--- config.mk ---
export PLATFORM = sky130hd
export DESIGN_NAME = cs_wait_bus
export DESIGN_NICKNAME = d
export VERILOG_FILES = /design/src/core/cs_wait_pkg.sv /design/src/core/cs_wait_bus.sv
export SDC_FILE = /design/constraint.sdc
export NUM_CORES = 1
export LEC_CHECK = 0
export ABC_CLOCK_PERIOD_IN_PS = 5350
export BUFFER_PORTS_ARGS = -buffer_cell sky130_fd_sc_hd__buf_2
export CORE_ASPECT_RATIO = 0.9
export CORE_MARGIN = 5
export CORE_UTILIZATION = 57
export CTS_BUF_LIST = sky130_fd_sc_hd__clkbuf_8 sky130_fd_sc_hd__clkbuf_16
export DETAILED_ROUTE_END_ITERATION = 10
export PLACE_DENSITY = 0.81
export RECOVER_POWER = 100
export SLEW_MARGIN = 20
export SYNTH_ARGS = -nofsm -noshare
export SYNTH_HDL_FRONTEND = slang
export SYNTH_SLANG_ARGS = --single-unit
--- constraint.sdc ---
create_clock -name clk -period 5.35 [get_ports clk]
set_input_delay 0.2675 -clock clk [delete_from_list [all_inputs] [get_ports clk]]
set_output_delay 0.2675 -clock clk [all_outputs]
set_load 0.01 [all_outputs]
--- src/core/cs_wait_pkg.sv ---
// package: constants for the chip select, wait state and bus mode block
`default_nettype none
package cs_wait_pkg;
  localparam int NUM_CS       = 4;
  // ----------------------------------------
  // select control field positions
  // ----------------------------------------
  localparam int CTL_EN_BIT   = 3;
  localparam int CTL_IO_BIT   = 4;
  localparam int CTL_WAIT_LSB = 5;
  localparam int CTL_WAIT_MSB = 7;
  // ----------------------------------------
  // reset values
  // ----------------------------------------
  localparam logic [7:0] CTL_RST       = 8'h00;
  localparam logic [7:0] LB_RST        = 8'h00;
  localparam logic [7:0] UB0_RST       = 8'hff;
  localparam logic [7:0] UB_RST        = 8'h00;
  localparam logic [1:0] MODE_RST      = 2'h0;
  localparam logic [3:0] STATE_LEN_RST = 4'h1;
  // ----------------------------------------
  // bus modes and on-chip peripheral window
  // ----------------------------------------
  localparam logic [1:0] MODE_NATIVE = 2'h0;
  localparam logic [1:0] MODE_LEGACY = 2'h1;
  localparam logic [7:0] IO_HI_INT   = 8'h00;
  localparam logic       IO_INT_B7   = 1'b1;
  typedef enum logic [2:0] {ST_IDLE, ST_WAITS, ST_T1, ST_T2, ST_TW, ST_T3, ST_DONE} bus_state_t;
endpackage : cs_wait_pkg
`default_nettype wire

--- src/core/cs_wait_bus.sv ---
// module: chip select decoder with wait states and bus mode sequencer
`default_nettype none
module cs_wait_bus
  import cs_wait_pkg::*;
#(
  parameter int N = NUM_CS
) (
  // clock and reset
  input  wire logic             clk,
  input  wire logic             rstn,
  // configuration write port
  input  wire logic             cfg_we,
  input  wire logic [1:0]       cfg_sel,
  input  wire logic [7:0]       cfg_control,
  input  wire logic [7:0]       cfg_lower_bound,
  input  wire logic [7:0]       cfg_upper_bound,
  input  wire logic [1:0]       cfg_bus_mode,
  input  wire logic [3:0]       cfg_state_len,
  input  wire logic             cfg_mux_enable,
  // configuration readback of the selected entry
  output logic [7:0]            rd_control,
  output logic [7:0]            rd_lower_bound,
  output logic [7:0]            rd_upper_bound,
  // processor access
  input  wire logic             cpu_req,
  input  wire logic             cpu_is_io,
  input  wire logic             cpu_wr,
  input  wire logic [23:0]      cpu_addr,
  input  wire logic [7:0]       cpu_wdata,
  output logic                  cpu_ready,
  output logic [7:0]            cpu_rdata,
  // external bus pins
  output logic [23:0]           addr_out,
  output logic [7:0]            data_out,
  output logic                  data_oe,
  input  wire logic [7:0]       data_in,
  output logic                  chip_select_out_0_n,
  output logic                  chip_select_out_1_n,
  output logic                  chip_select_out_2_n,
  output logic                  chip_select_out_3_n,
  output logic                  memory_request_n,
  output logic                  io_request_n,
  output logic                  rd_n,
  output logic                  wr_n,
  output logic                  addr_latch,
  input  wire logic             wait_n,
  // bus arbitration with an external master
  input  wire logic             bus_request_in_n,
  output logic                  bus_grant_out_n,
  input  wire logic [23:0]      ext_addr,
  input  wire logic             ext_memory_request_n,
  input  wire logic             ext_io_request_n
);
  // ----------------------------------------
  // configuration store
  // ----------------------------------------
  logic [7:0] select_control_ff [N];
  logic [7:0] lower_bound_ff    [N];
  logic [7:0] upper_bound_ff    [N];
  logic [1:0] bus_mode_ff       [N];
  logic [3:0] state_len_ff      [N];
  logic       mux_enable_ff     [N];
  always_ff @(posedge clk or negedge rstn) begin
    if (!rstn) begin
      for (int i = 0; i < N; i++) begin
        select_control_ff[i] <= CTL_RST;
        lower_bound_ff[i]    <= LB_RST;
        upper_bound_ff[i]    <= (i == 0) ? UB0_RST : UB_RST;
        bus_mode_ff[i]       <= MODE_RST;
        state_len_ff[i]      <= STATE_LEN_RST;
        mux_enable_ff[i]     <= 1'b0;
      end
    end else if (cfg_we) begin
      select_control_ff[cfg_sel] <= cfg_control;
      lower_bound_ff[cfg_sel]    <= cfg_lower_bound;
      upper_bound_ff[cfg_sel]    <= cfg_upper_bound;
      bus_mode_ff[cfg_sel]       <= cfg_bus_mode;
      // zero length clamped to one cycle
      state_len_ff[cfg_sel]      <= (cfg_state_len == 4'h0) ? 4'h1 : cfg_state_len;
      // stored multiplex option; no bus mode reads it and addr_latch stays low
      mux_enable_ff[cfg_sel]     <= cfg_mux_enable;
    end
  end
  always_ff @(posedge clk or negedge rstn) begin
    if (!rstn) begin
      rd_control     <= CTL_RST;
      rd_lower_bound <= LB_RST;
      rd_upper_bound <= UB0_RST;
    end else begin
      rd_control     <= select_control_ff[cfg_sel];
      rd_lower_bound <= lower_bound_ff[cfg_sel];
      rd_upper_bound <= upper_bound_ff[cfg_sel];
    end
  end

  // ----------------------------------------
  // wait input synchroniser
  // ----------------------------------------
  logic wait_s1_ff;
  logic wait_s2_ff;
  logic wait_s3_ff;
  logic wait_low_ff;
  always_ff @(posedge clk or negedge rstn) begin
    if (!rstn) begin
      wait_s1_ff  <= 1'b1;
      wait_s2_ff  <= 1'b1;
      wait_s3_ff  <= 1'b1;
      wait_low_ff <= 1'b0;
    end else begin
      wait_s1_ff <= wait_n;
      wait_s2_ff <= wait_s1_ff;
      wait_s3_ff <= wait_s2_ff;
      // level changes only once two stages agree, filtering one-cycle glitches
      if (wait_s2_ff == wait_s3_ff) begin
        wait_low_ff <= ~wait_s2_ff;
      end
    end
  end

  // ----------------------------------------
  // bus arbitration synchroniser and grant
  // ----------------------------------------
  logic breq_s1_ff;
  logic breq_s2_ff;
  logic breq_s3_ff;
  logic breq_ff;
  logic grant_ff;
  logic busy;
  always_ff @(posedge clk or negedge rstn) begin
    if (!rstn) begin
      breq_s1_ff <= 1'b1;
      breq_s2_ff <= 1'b1;
      breq_s3_ff <= 1'b1;
      breq_ff    <= 1'b0;
    end else begin
      breq_s1_ff <= bus_request_in_n;
      breq_s2_ff <= breq_s1_ff;
      breq_s3_ff <= breq_s2_ff;
      if (breq_s2_ff == breq_s3_ff) begin
        breq_ff <= ~breq_s2_ff;
      end
    end
  end
  // grant only between cycles; a pending request also blocks new takes
  always_ff @(posedge clk or negedge rstn) begin
    if (!rstn) begin
      grant_ff <= 1'b0;
    end else if (!busy) begin
      grant_ff <= breq_ff;
    end
  end
  assign bus_grant_out_n = ~grant_ff;

  // ----------------------------------------
  // address decode
  // ----------------------------------------
  logic [23:0] dec_addr;
  logic        dec_mem;
  logic        dec_io;
  logic        io_internal;
  logic [N-1:0] qualify;
  logic [N-1:0] onehot;
  logic [1:0]  win_idx;
  logic        win_any;
  // external master address keeps being decoded
  assign dec_addr    = grant_ff ? ext_addr : cpu_addr;
  assign dec_mem     = grant_ff ? ~ext_memory_request_n : (cpu_req & ~cpu_is_io);
  assign dec_io      = grant_ff ? ~ext_io_request_n : (cpu_req & cpu_is_io);
  assign io_internal = (dec_addr[15:8] == IO_HI_INT) && (dec_addr[7] == IO_INT_B7);
  always_comb begin
    qualify = '0;
    for (int i = 0; i < N; i++) begin
      if (select_control_ff[i][CTL_EN_BIT]) begin
        if (!select_control_ff[i][CTL_IO_BIT]) begin
          qualify[i] = dec_mem && (lower_bound_ff[i] <= dec_addr[23:16])
                               && (dec_addr[23:16] <= upper_bound_ff[i]);
        end else begin
          qualify[i] = dec_io && !io_internal && (dec_addr[15:8] == lower_bound_ff[i]);
        end
      end
    end
  end
  always_comb begin
    onehot  = '0;
    win_idx = 2'h0;
    win_any = 1'b0;
    for (int i = N - 1; i >= 0; i--) begin
      if (qualify[i]) begin
        onehot  = '0;
        onehot[i] = 1'b1;
        win_idx = 2'(i);
        win_any = 1'b1;
      end
    end
  end

  // ----------------------------------------
  // access sequencer
  // ----------------------------------------
  bus_state_t  state_ff;
  logic [3:0]  cnt_ff;
  logic [1:0]  idx_ff;
  logic        is_io_ff;
  logic        is_wr_ff;
  logic        legacy;
  logic        take;
  assign legacy = (bus_mode_ff[win_idx] == MODE_LEGACY) && !cpu_wr;
  assign busy   = (state_ff != ST_IDLE);
  assign take   = (state_ff == ST_IDLE) && !grant_ff && !breq_ff && cpu_req && win_any;
  always_ff @(posedge clk or negedge rstn) begin
    if (!rstn) begin
      state_ff <= ST_IDLE;
      cnt_ff   <= 4'h0;
      idx_ff   <= 2'h0;
      is_io_ff <= 1'b0;
      is_wr_ff <= 1'b0;
    end else begin
      case (state_ff)
        ST_IDLE: begin
          if (take) begin
            idx_ff   <= win_idx;
            is_io_ff <= cpu_is_io;
            is_wr_ff <= cpu_wr;
            if (legacy) begin
              state_ff <= ST_T1;
              cnt_ff   <= state_len_ff[win_idx];
            end else begin
              state_ff <= ST_WAITS;
              cnt_ff   <= {1'b0, select_control_ff[win_idx][CTL_WAIT_MSB:CTL_WAIT_LSB]};
            end
          end
        end
        ST_WAITS: begin
          // count down, then hold while wait is low
          if (cnt_ff != 4'h0) begin
            cnt_ff <= cnt_ff - 4'h1;
          end else if (!wait_low_ff) begin
            state_ff <= ST_DONE;
          end
        end
        ST_T1: begin
          if (cnt_ff == 4'h1) begin
            state_ff <= ST_T2;
            cnt_ff   <= state_len_ff[idx_ff];
          end else begin
            cnt_ff <= cnt_ff - 4'h1;
          end
        end
        ST_T2: begin
          if (cnt_ff == 4'h1) begin
            // wait seen before end of second state
            state_ff <= wait_low_ff ? ST_TW : ST_T3;
            cnt_ff   <= state_len_ff[idx_ff];
          end else begin
            cnt_ff <= cnt_ff - 4'h1;
          end
        end
        ST_TW: begin
          if (!wait_low_ff) begin
            state_ff <= ST_T3;
          end
        end
        ST_T3: begin
          if (cnt_ff == 4'h1) begin
            state_ff <= ST_DONE;
          end else begin
            cnt_ff <= cnt_ff - 4'h1;
          end
        end
        ST_DONE: begin
          state_ff <= ST_IDLE;
        end
        default: begin
          state_ff <= ST_IDLE;
        end
      endcase
    end
  end
  // read data latched at end of final state
  always_ff @(posedge clk or negedge rstn) begin
    if (!rstn) begin
      cpu_rdata <= 8'h00;
    end else if (!is_wr_ff && ((state_ff == ST_T3 && cnt_ff == 4'h1) ||
                               (state_ff == ST_WAITS && cnt_ff == 4'h0 && !wait_low_ff))) begin
      cpu_rdata <= data_in;
    end
  end
  assign cpu_ready = (state_ff == ST_DONE);

  // ----------------------------------------
  // pin drive
  // ----------------------------------------
  logic       cyc;
  logic       strobe;
  logic [N-1:0] cs_act;
  // select and address from first state, strobes from second in legacy-mode reads and from first in native mode and for legacy-mode writes
  assign cyc    = (state_ff != ST_IDLE) && (state_ff != ST_DONE);
  assign strobe = (state_ff == ST_WAITS) || (state_ff == ST_T2) || (state_ff == ST_TW) || (state_ff == ST_T3);
  // select low only during a qualifying access
  always_comb begin
    cs_act = '0;
    if (grant_ff) begin
      cs_act = onehot;
    end else if (cyc) begin
      cs_act[idx_ff] = 1'b1;
    end
  end
  assign chip_select_out_0_n = ~cs_act[0];
  assign chip_select_out_1_n = ~cs_act[1];
  assign chip_select_out_2_n = ~cs_act[2];
  assign chip_select_out_3_n = ~cs_act[3];
  // native cycles drive strobes for the whole access
  assign memory_request_n = ~(strobe && !is_io_ff);
  assign io_request_n     = ~(strobe && is_io_ff);
  assign rd_n             = ~(strobe && !is_wr_ff);
  assign wr_n             = ~(strobe && is_wr_ff);
  assign addr_latch       = 1'b0;
  always_ff @(posedge clk or negedge rstn) begin
    if (!rstn) begin
      addr_out <= 24'h000000;
      data_out <= 8'h00;
      data_oe  <= 1'b0;
    end else begin
      if (take) begin
        addr_out <= cpu_addr;
        data_out <= cpu_wdata;
      end
      data_oe <= (state_ff == ST_IDLE) ? (take && cpu_wr) : (cyc && is_wr_ff && state_ff != ST_DONE);
    end
  end
endmodule : cs_wait_bus
`default_nettype wire

# Word level (Yosys, flattened, before mapping)
# Index checks and enable logic that the tools add are counted.
# word_totals
register_bits	205
input_bits	107
wordCells	231
out_inout_bits	76
# op_classes
magnitude_cmp	14
bitwise	19
reduce_logical	55
add_sub_neg	1
eq_ne	24
muxes	77
# ops
op	n
bitwise mux 32 bit	3
2-to-1 mux 8 bit	9
2-to-1 mux 4 bit	17
binary-select mux 8 bit (select 2 bit)	4
<= comparator 8 bit	8
logical AND 1 bit	33
== test 8 bit	4
2-to-1 mux 24 bit	1
2-to-1 mux 3 bit	7
inequality test 2 bit (second input constant)	9
case mux 3 bit (6 select lines)	1
2-to-1 mux 1 bit	17
binary-select mux 4 bit (select 2 bit)	2
bitwise mux 16 bit	1
demux 8 bit (select 2 bit)	1
2-to-1 mux 2 bit	8
case mux 4 bit (4 select lines)	1
inverter 1 bit	14
== test 3 bit (second input constant)	3
>= comparator 3 bit (second input constant)	3
inverter 2 -> 3 bit	3
bitwise mux 8 bit	1
demux 4 bit (select 2 bit)	1
zero test 4 bit	2
24 further kinds	37

# Longest topological paths before layout
# depth
depth_word	21
depth_mapped	17
depth_no_buf	13

# Worst setup path after synthesis
# No wires, ideal clock.
# synth_timing
path_kind	register to register
start	register grant_ff
end	register state_ff[0]
path_buffers	3
setup_ns	0.135
period_less_slack_ns	3.794
t_arrival_ns	3.659
path_slack_ns	1.556
required_ns	5.215
stages_incl_launch_ff	17
path_cell_list	dfrtp_1 -> buf_6 -> buf_8 -> clkbuf_1 -> mux2i_1 -> inv_1 -> ha_1 -> and2_1 -> o21ai_0 -> a221o_1 -> o2111a_1 -> or2_1 -> nor2_2 -> mux2i_1 -> o32ai_2 -> nor3b_2 -> o41ai_2
# synth_via
elab_chain_cells	21
# synth_lines
item	line_no	rtl
start, declared	cs_wait_bus.sv:127	logic grant_ff;
start signal, assigned	cs_wait_bus.sv:149	grant_ff <= breq_ff;
parallel branches: the longest is 21 deep, another holds <= comparator 8 bit	-	
end signal, assigned	cs_wait_bus.sv:252	state_ff <= wait_low_ff ? ST_TW : ST_T3;
end, declared	cs_wait_bus.sv:200	bus_state_t state_ff;
# Parallel ways; which one is timed is not known. The select of a mux whose other input is x is not followed.
# A chain may end at the register's enable or synchronous reset.

# Worst setup path in the final report
# layout_timing
start	register grant_ff
end	register addr_out[16]
# layout_via
elab_chain_cells	13
# layout_lines
item	line_no	rtl
parallel branches: the longest is 12 deep, another holds <= comparator 8 bit	-	
logical AND 1 bit (*)	cs_wait_bus.sv:209	assign take = (state_ff == ST_IDLE) && !grant_ff && !breq_ff && cpu_req && win_any;
end signal, assigned	cs_wait_bus.sv:325	addr_out <= cpu_addr;
end, declared	cs_wait_bus.sv:33	output logic [23:0] addr_out,
# Mark *: on every way between the ends.

==> summary.txt <==
Status
  • Status: finished, violations left
  • Failing checks: capacitance limit, slew limit

Global route
  • First-pass GRT wire length: 44,900 um
  • GRT overflow: 0
  • Largest net degree at the start of global routing: 73
  • Initial antenna violation count: 3
  • Total track usage: 25.3%
  • Vias in the first global route: 8,426

STA
  • RSZ-0062 raised after global routing: no
  • Final hold vios: 0
  • Setup Skew: 11.9 ps
  • Max Clk Rate: 209 MHz
  • Period utilization: 89.4%
  • Final hold slack: 11.5 ps
  • Slew Viols, Final: 142
  • Setup WS post-layout: 567 ps
  • Max-slew headroom: -159%
  • Period minus WS final: 4780 ps
  • Setup TNS: 0 ps
  • Setup violations, final: 0
  • Worst slew pin tran: 3880 ps

CTS
  • CTS Root Cell: clkbuf_16
  • Worst-path clk slew: 60 ps
  • Maximum root-to-sink buffer count: 3
  • Htree depth: 1
  • Total CTS buffers: 23
  • Clock latency on the worst-skew pair: 510 ps
  • CTS Sinks: 205
  • PostCTS Resize Cnt: 0
  • CTS tree: built

Routing
  • DR WL/cell: 20.6 um
  • DRT iter0 DRCs: 469
  • Vias: 8,012
  • Wl on met1: 11,700 um
  • Final ANT Viol Nets: 0
  • Via-to-Cell Ratio: 5.92
  • WL met3: 1500 um
  • DRC Markers: 0
  • Initial DRT Pass Iterations: 7
  • DR WL met2: 14,000 um
  • Highest metal used: met5
  • Final wirelength: 27,900 um

Die
  • Core area: 19,100 um^2
  • Row cnt: 48
  • Die Height: 142 um
  • Starting Density: 57.6%
  • IO Pins: 183
  • Die Area: 22,200 um^2
  • Die width: 156 um

Place
  • Final HPWL from detailed placement: 19,400 um
  • Routability cong.: 0.917
  • Port buffer count: 173
  • Pre-CTS worst setup slack: 948 ps

Worst setup path
  • Max FO, Critical Path: 17
  • Critical path cell sequence: mux2i_1 -> inv_1 -> ha_1 -> nand4b_1 -> a31oi_1 -> a211oi_1 -> o2111ai_1 -> o21ai_0 -> nor2_1 -> a21o_1 -> clkbuf_2 -> mux2_1
  • Worst path arrival time: 5160 ps
  • FF-to-FF setup slack: 570 ps
  • Slowest cell on the critical path: dfrtp_1
  • Largest stage delay, worst path: 810 ps
  • R2R Path Start: grant_ff$_DFFE_PN0P_
  • CP Class: reg2reg
  • Crit path required time: 5730 ps
  • Critical Path Source Type: register
  • Crit-path leading delay family: compound AO/OA/AOI/OAI gates
  • Register-to-Register Path Depth: 12
  • Setup crit end kind: register
  • RR Endpoint: addr_out[16]$_DFFE_PN0P_
  • Worst path bufs/invs: 2

Synthesis
  • Seq/Total Area, Yosys: 46.9%
  • Post-Synthesis Cells: 878
  • Post-synth top cells: 179 x dfrtp_1, 133 x mux2_2, 67 x ha_1
  • Yosys top cell area share: 40.7%
  • Synth Area in Compound Gates: 7.21%
  • Syn_area_per_cell: 12.5 um^2
  • Synth Net Count: 1,052
  • Synth area leader: dfrtp_1
  • Mapped Area: 11,000 um^2
  • Async set or reset register ratio after synthesis: 100%
  • Ys Warns: 0
  • Main flop type after synthesis: dfrtp_1
  • Synth cell types: 70
  • Synth Area in XOR/XNOR: 2.71%
  • Flops & latches, synth: 205
  • Post-synth EDFFs: 0
  • Largest family of logic cells by synthesized area: multiplexers
  • Top-count cell post-synth: dfrtp_1
  • Synthesized-area fraction occupied by and/or/nand/nor cells: 7.59%
  • Mux contribution to synthesized area: 24.7%
  • Post-Synth Adder-Cell Area: 7.62%
  • Ranking of synthesized cells by area: dfrtp_1 41%, mux2_2 14%, ha_1 7.6%, dfstp_2 6.2%, mux4_2 5.7%

Flow run
  • Max-Cap Viols: 3

Min path
  • Hold Crit Class: in2reg
  • Hold path cells: 3
  • Hold wc startpoint: cfg_upper_bound[6]
  • Min-Delay Endpoint: upper_bound_ff[30]$_DFFE_PN1P_

Final layout
  • Layout cells sized above 1: 31.4%
  • Fillers: 1,446
  • Syn-to-layout area delta: 18.6%
  • Nets: 1,258

Power and ir drop
  • Max VDD drop: 0.283 mV
  • Power per cell area: 457 nW/um^2
  • Leak pwr: 5.91 nW
-- worst reg2reg max path, cell delays in order (launching register included) --
cell and delay, ps:
dfrtp_1 810, mux2i_1 690, inv_1 280, ha_1 400, nand4b_1 120, a31oi_1 190
a211oi_1 80, o2111ai_1 300, o21ai_0 270, nor2_1 370, a21o_1 310, clkbuf_2 450
mux2_1 400
-- layout make-up --
type,count,area (um^2),area share (%)
multi-input cells,587,5450,41.8
flip-flops and latches,205,5160,39.6
repair buffers,216,1150,8.82
clock buffers,27,631,4.83
well taps,250,313,2.40
inverters,51,191,1.47
clock inverters,15,144,1.10
diodes,2,5.00,0.0383
-- routing by layer --
layer | track usage (%) | vias to the layer above
met1 | 34.8 | 4006
met3 | 3.42 | 74
met2 | 42.2 | 284
met4 | 7.63 | 2
li1 | - | 3646
met5 | 0 | -
-- how the worst max path moves through the flow --
stage | end | start | slack [ps] | depth (start not counted)
finish | addr_out[16]$_DFFE_PN0P_ | grant_ff$_DFFE_PN0P_ | 570 | 12
global route | addr_out[16]$_DFFE_PN0P_ | grant_ff$_DFFE_PN0P_ | 290 | 12
CTS | addr_out[7]$_DFFE_PN0P_ | grant_ff$_DFFE_PN0P_ | 910 | 12
detailed placement | addr_out[7]$_DFFE_PN0P_ | grant_ff$_DFFE_PN0P_ | 950 | 12
global placement | addr_out[7]$_DFFE_PN0P_ | grant_ff$_DFFE_PN0P_ | 990 | 12
floorplan | state_ff[0]$_DFFE_PN0P_ | grant_ff$_DFFE_PN0P_ | 1560 | 16
-- registers in the layout, summed over array words and instances (netlist names), 4 cells and up --
register / flops
addr_out: 24
bus_mode_ff: 8
cnt_ff: 4
cpu_rdata: 8
data_out: 8
lower_bound_ff: 32
rd_control: 8
rd_lower_bound: 8
rd_upper_bound: 8
select_control_ff: 32
state_len_ff: 16
upper_bound_ff: 32
-- kinds of logic after synthesis --
group / count (synthesis)
multiplexers: 211
flip-flops: 205
AND/OR/NAND/NOR: 152
AO/OA/AOI/OAI: 122
buffers and inverters: 86
adder cells (fa/ha/maj): 67
XOR/XNOR: 34
other: 1
-- repair_timing --
action / CTS / global route
hold endpoints to repair: 93 / 0
hold buffers: 29 / 0
setup buffers: 0 / 0
-- stage by stage --
stage                     power (mW)  utilization, %  instance area, um^2  std cells
after floorplan                 3.71               -                11000        878
after global placement          4.30            63.6                12100       1280
after detailed placement        4.38            63.6                12100       1280
after CTS                       6.03            69.1                13200       1351
after global routing            6.33            68.3                13100       1353
final                           5.97            68.3                13100       1353
-- power by group --
part,total [mW],internal (mW),switching [mW]
combinational,2.07,0.971,1.10
sequential,2.29,1.96,0.335
clock,1.60,0.980,0.623
total,5.97,3.91,2.06
-- placed cells by master (no fill, tap or decap), drive strengths merged, types with 28 or more instances in the layout --
master,netlist,routed
mux2,156,156
a21oi,37,37
nand2,38,38
clkbuf,15,106
o21ai,41,41
mux4,28,28
buf,20,108
dlygate4sd3,0,29
ha,67,67
inv,51,60
dfrtp,179,179
No activity file was read; power rests on OpenSTA's default activity.
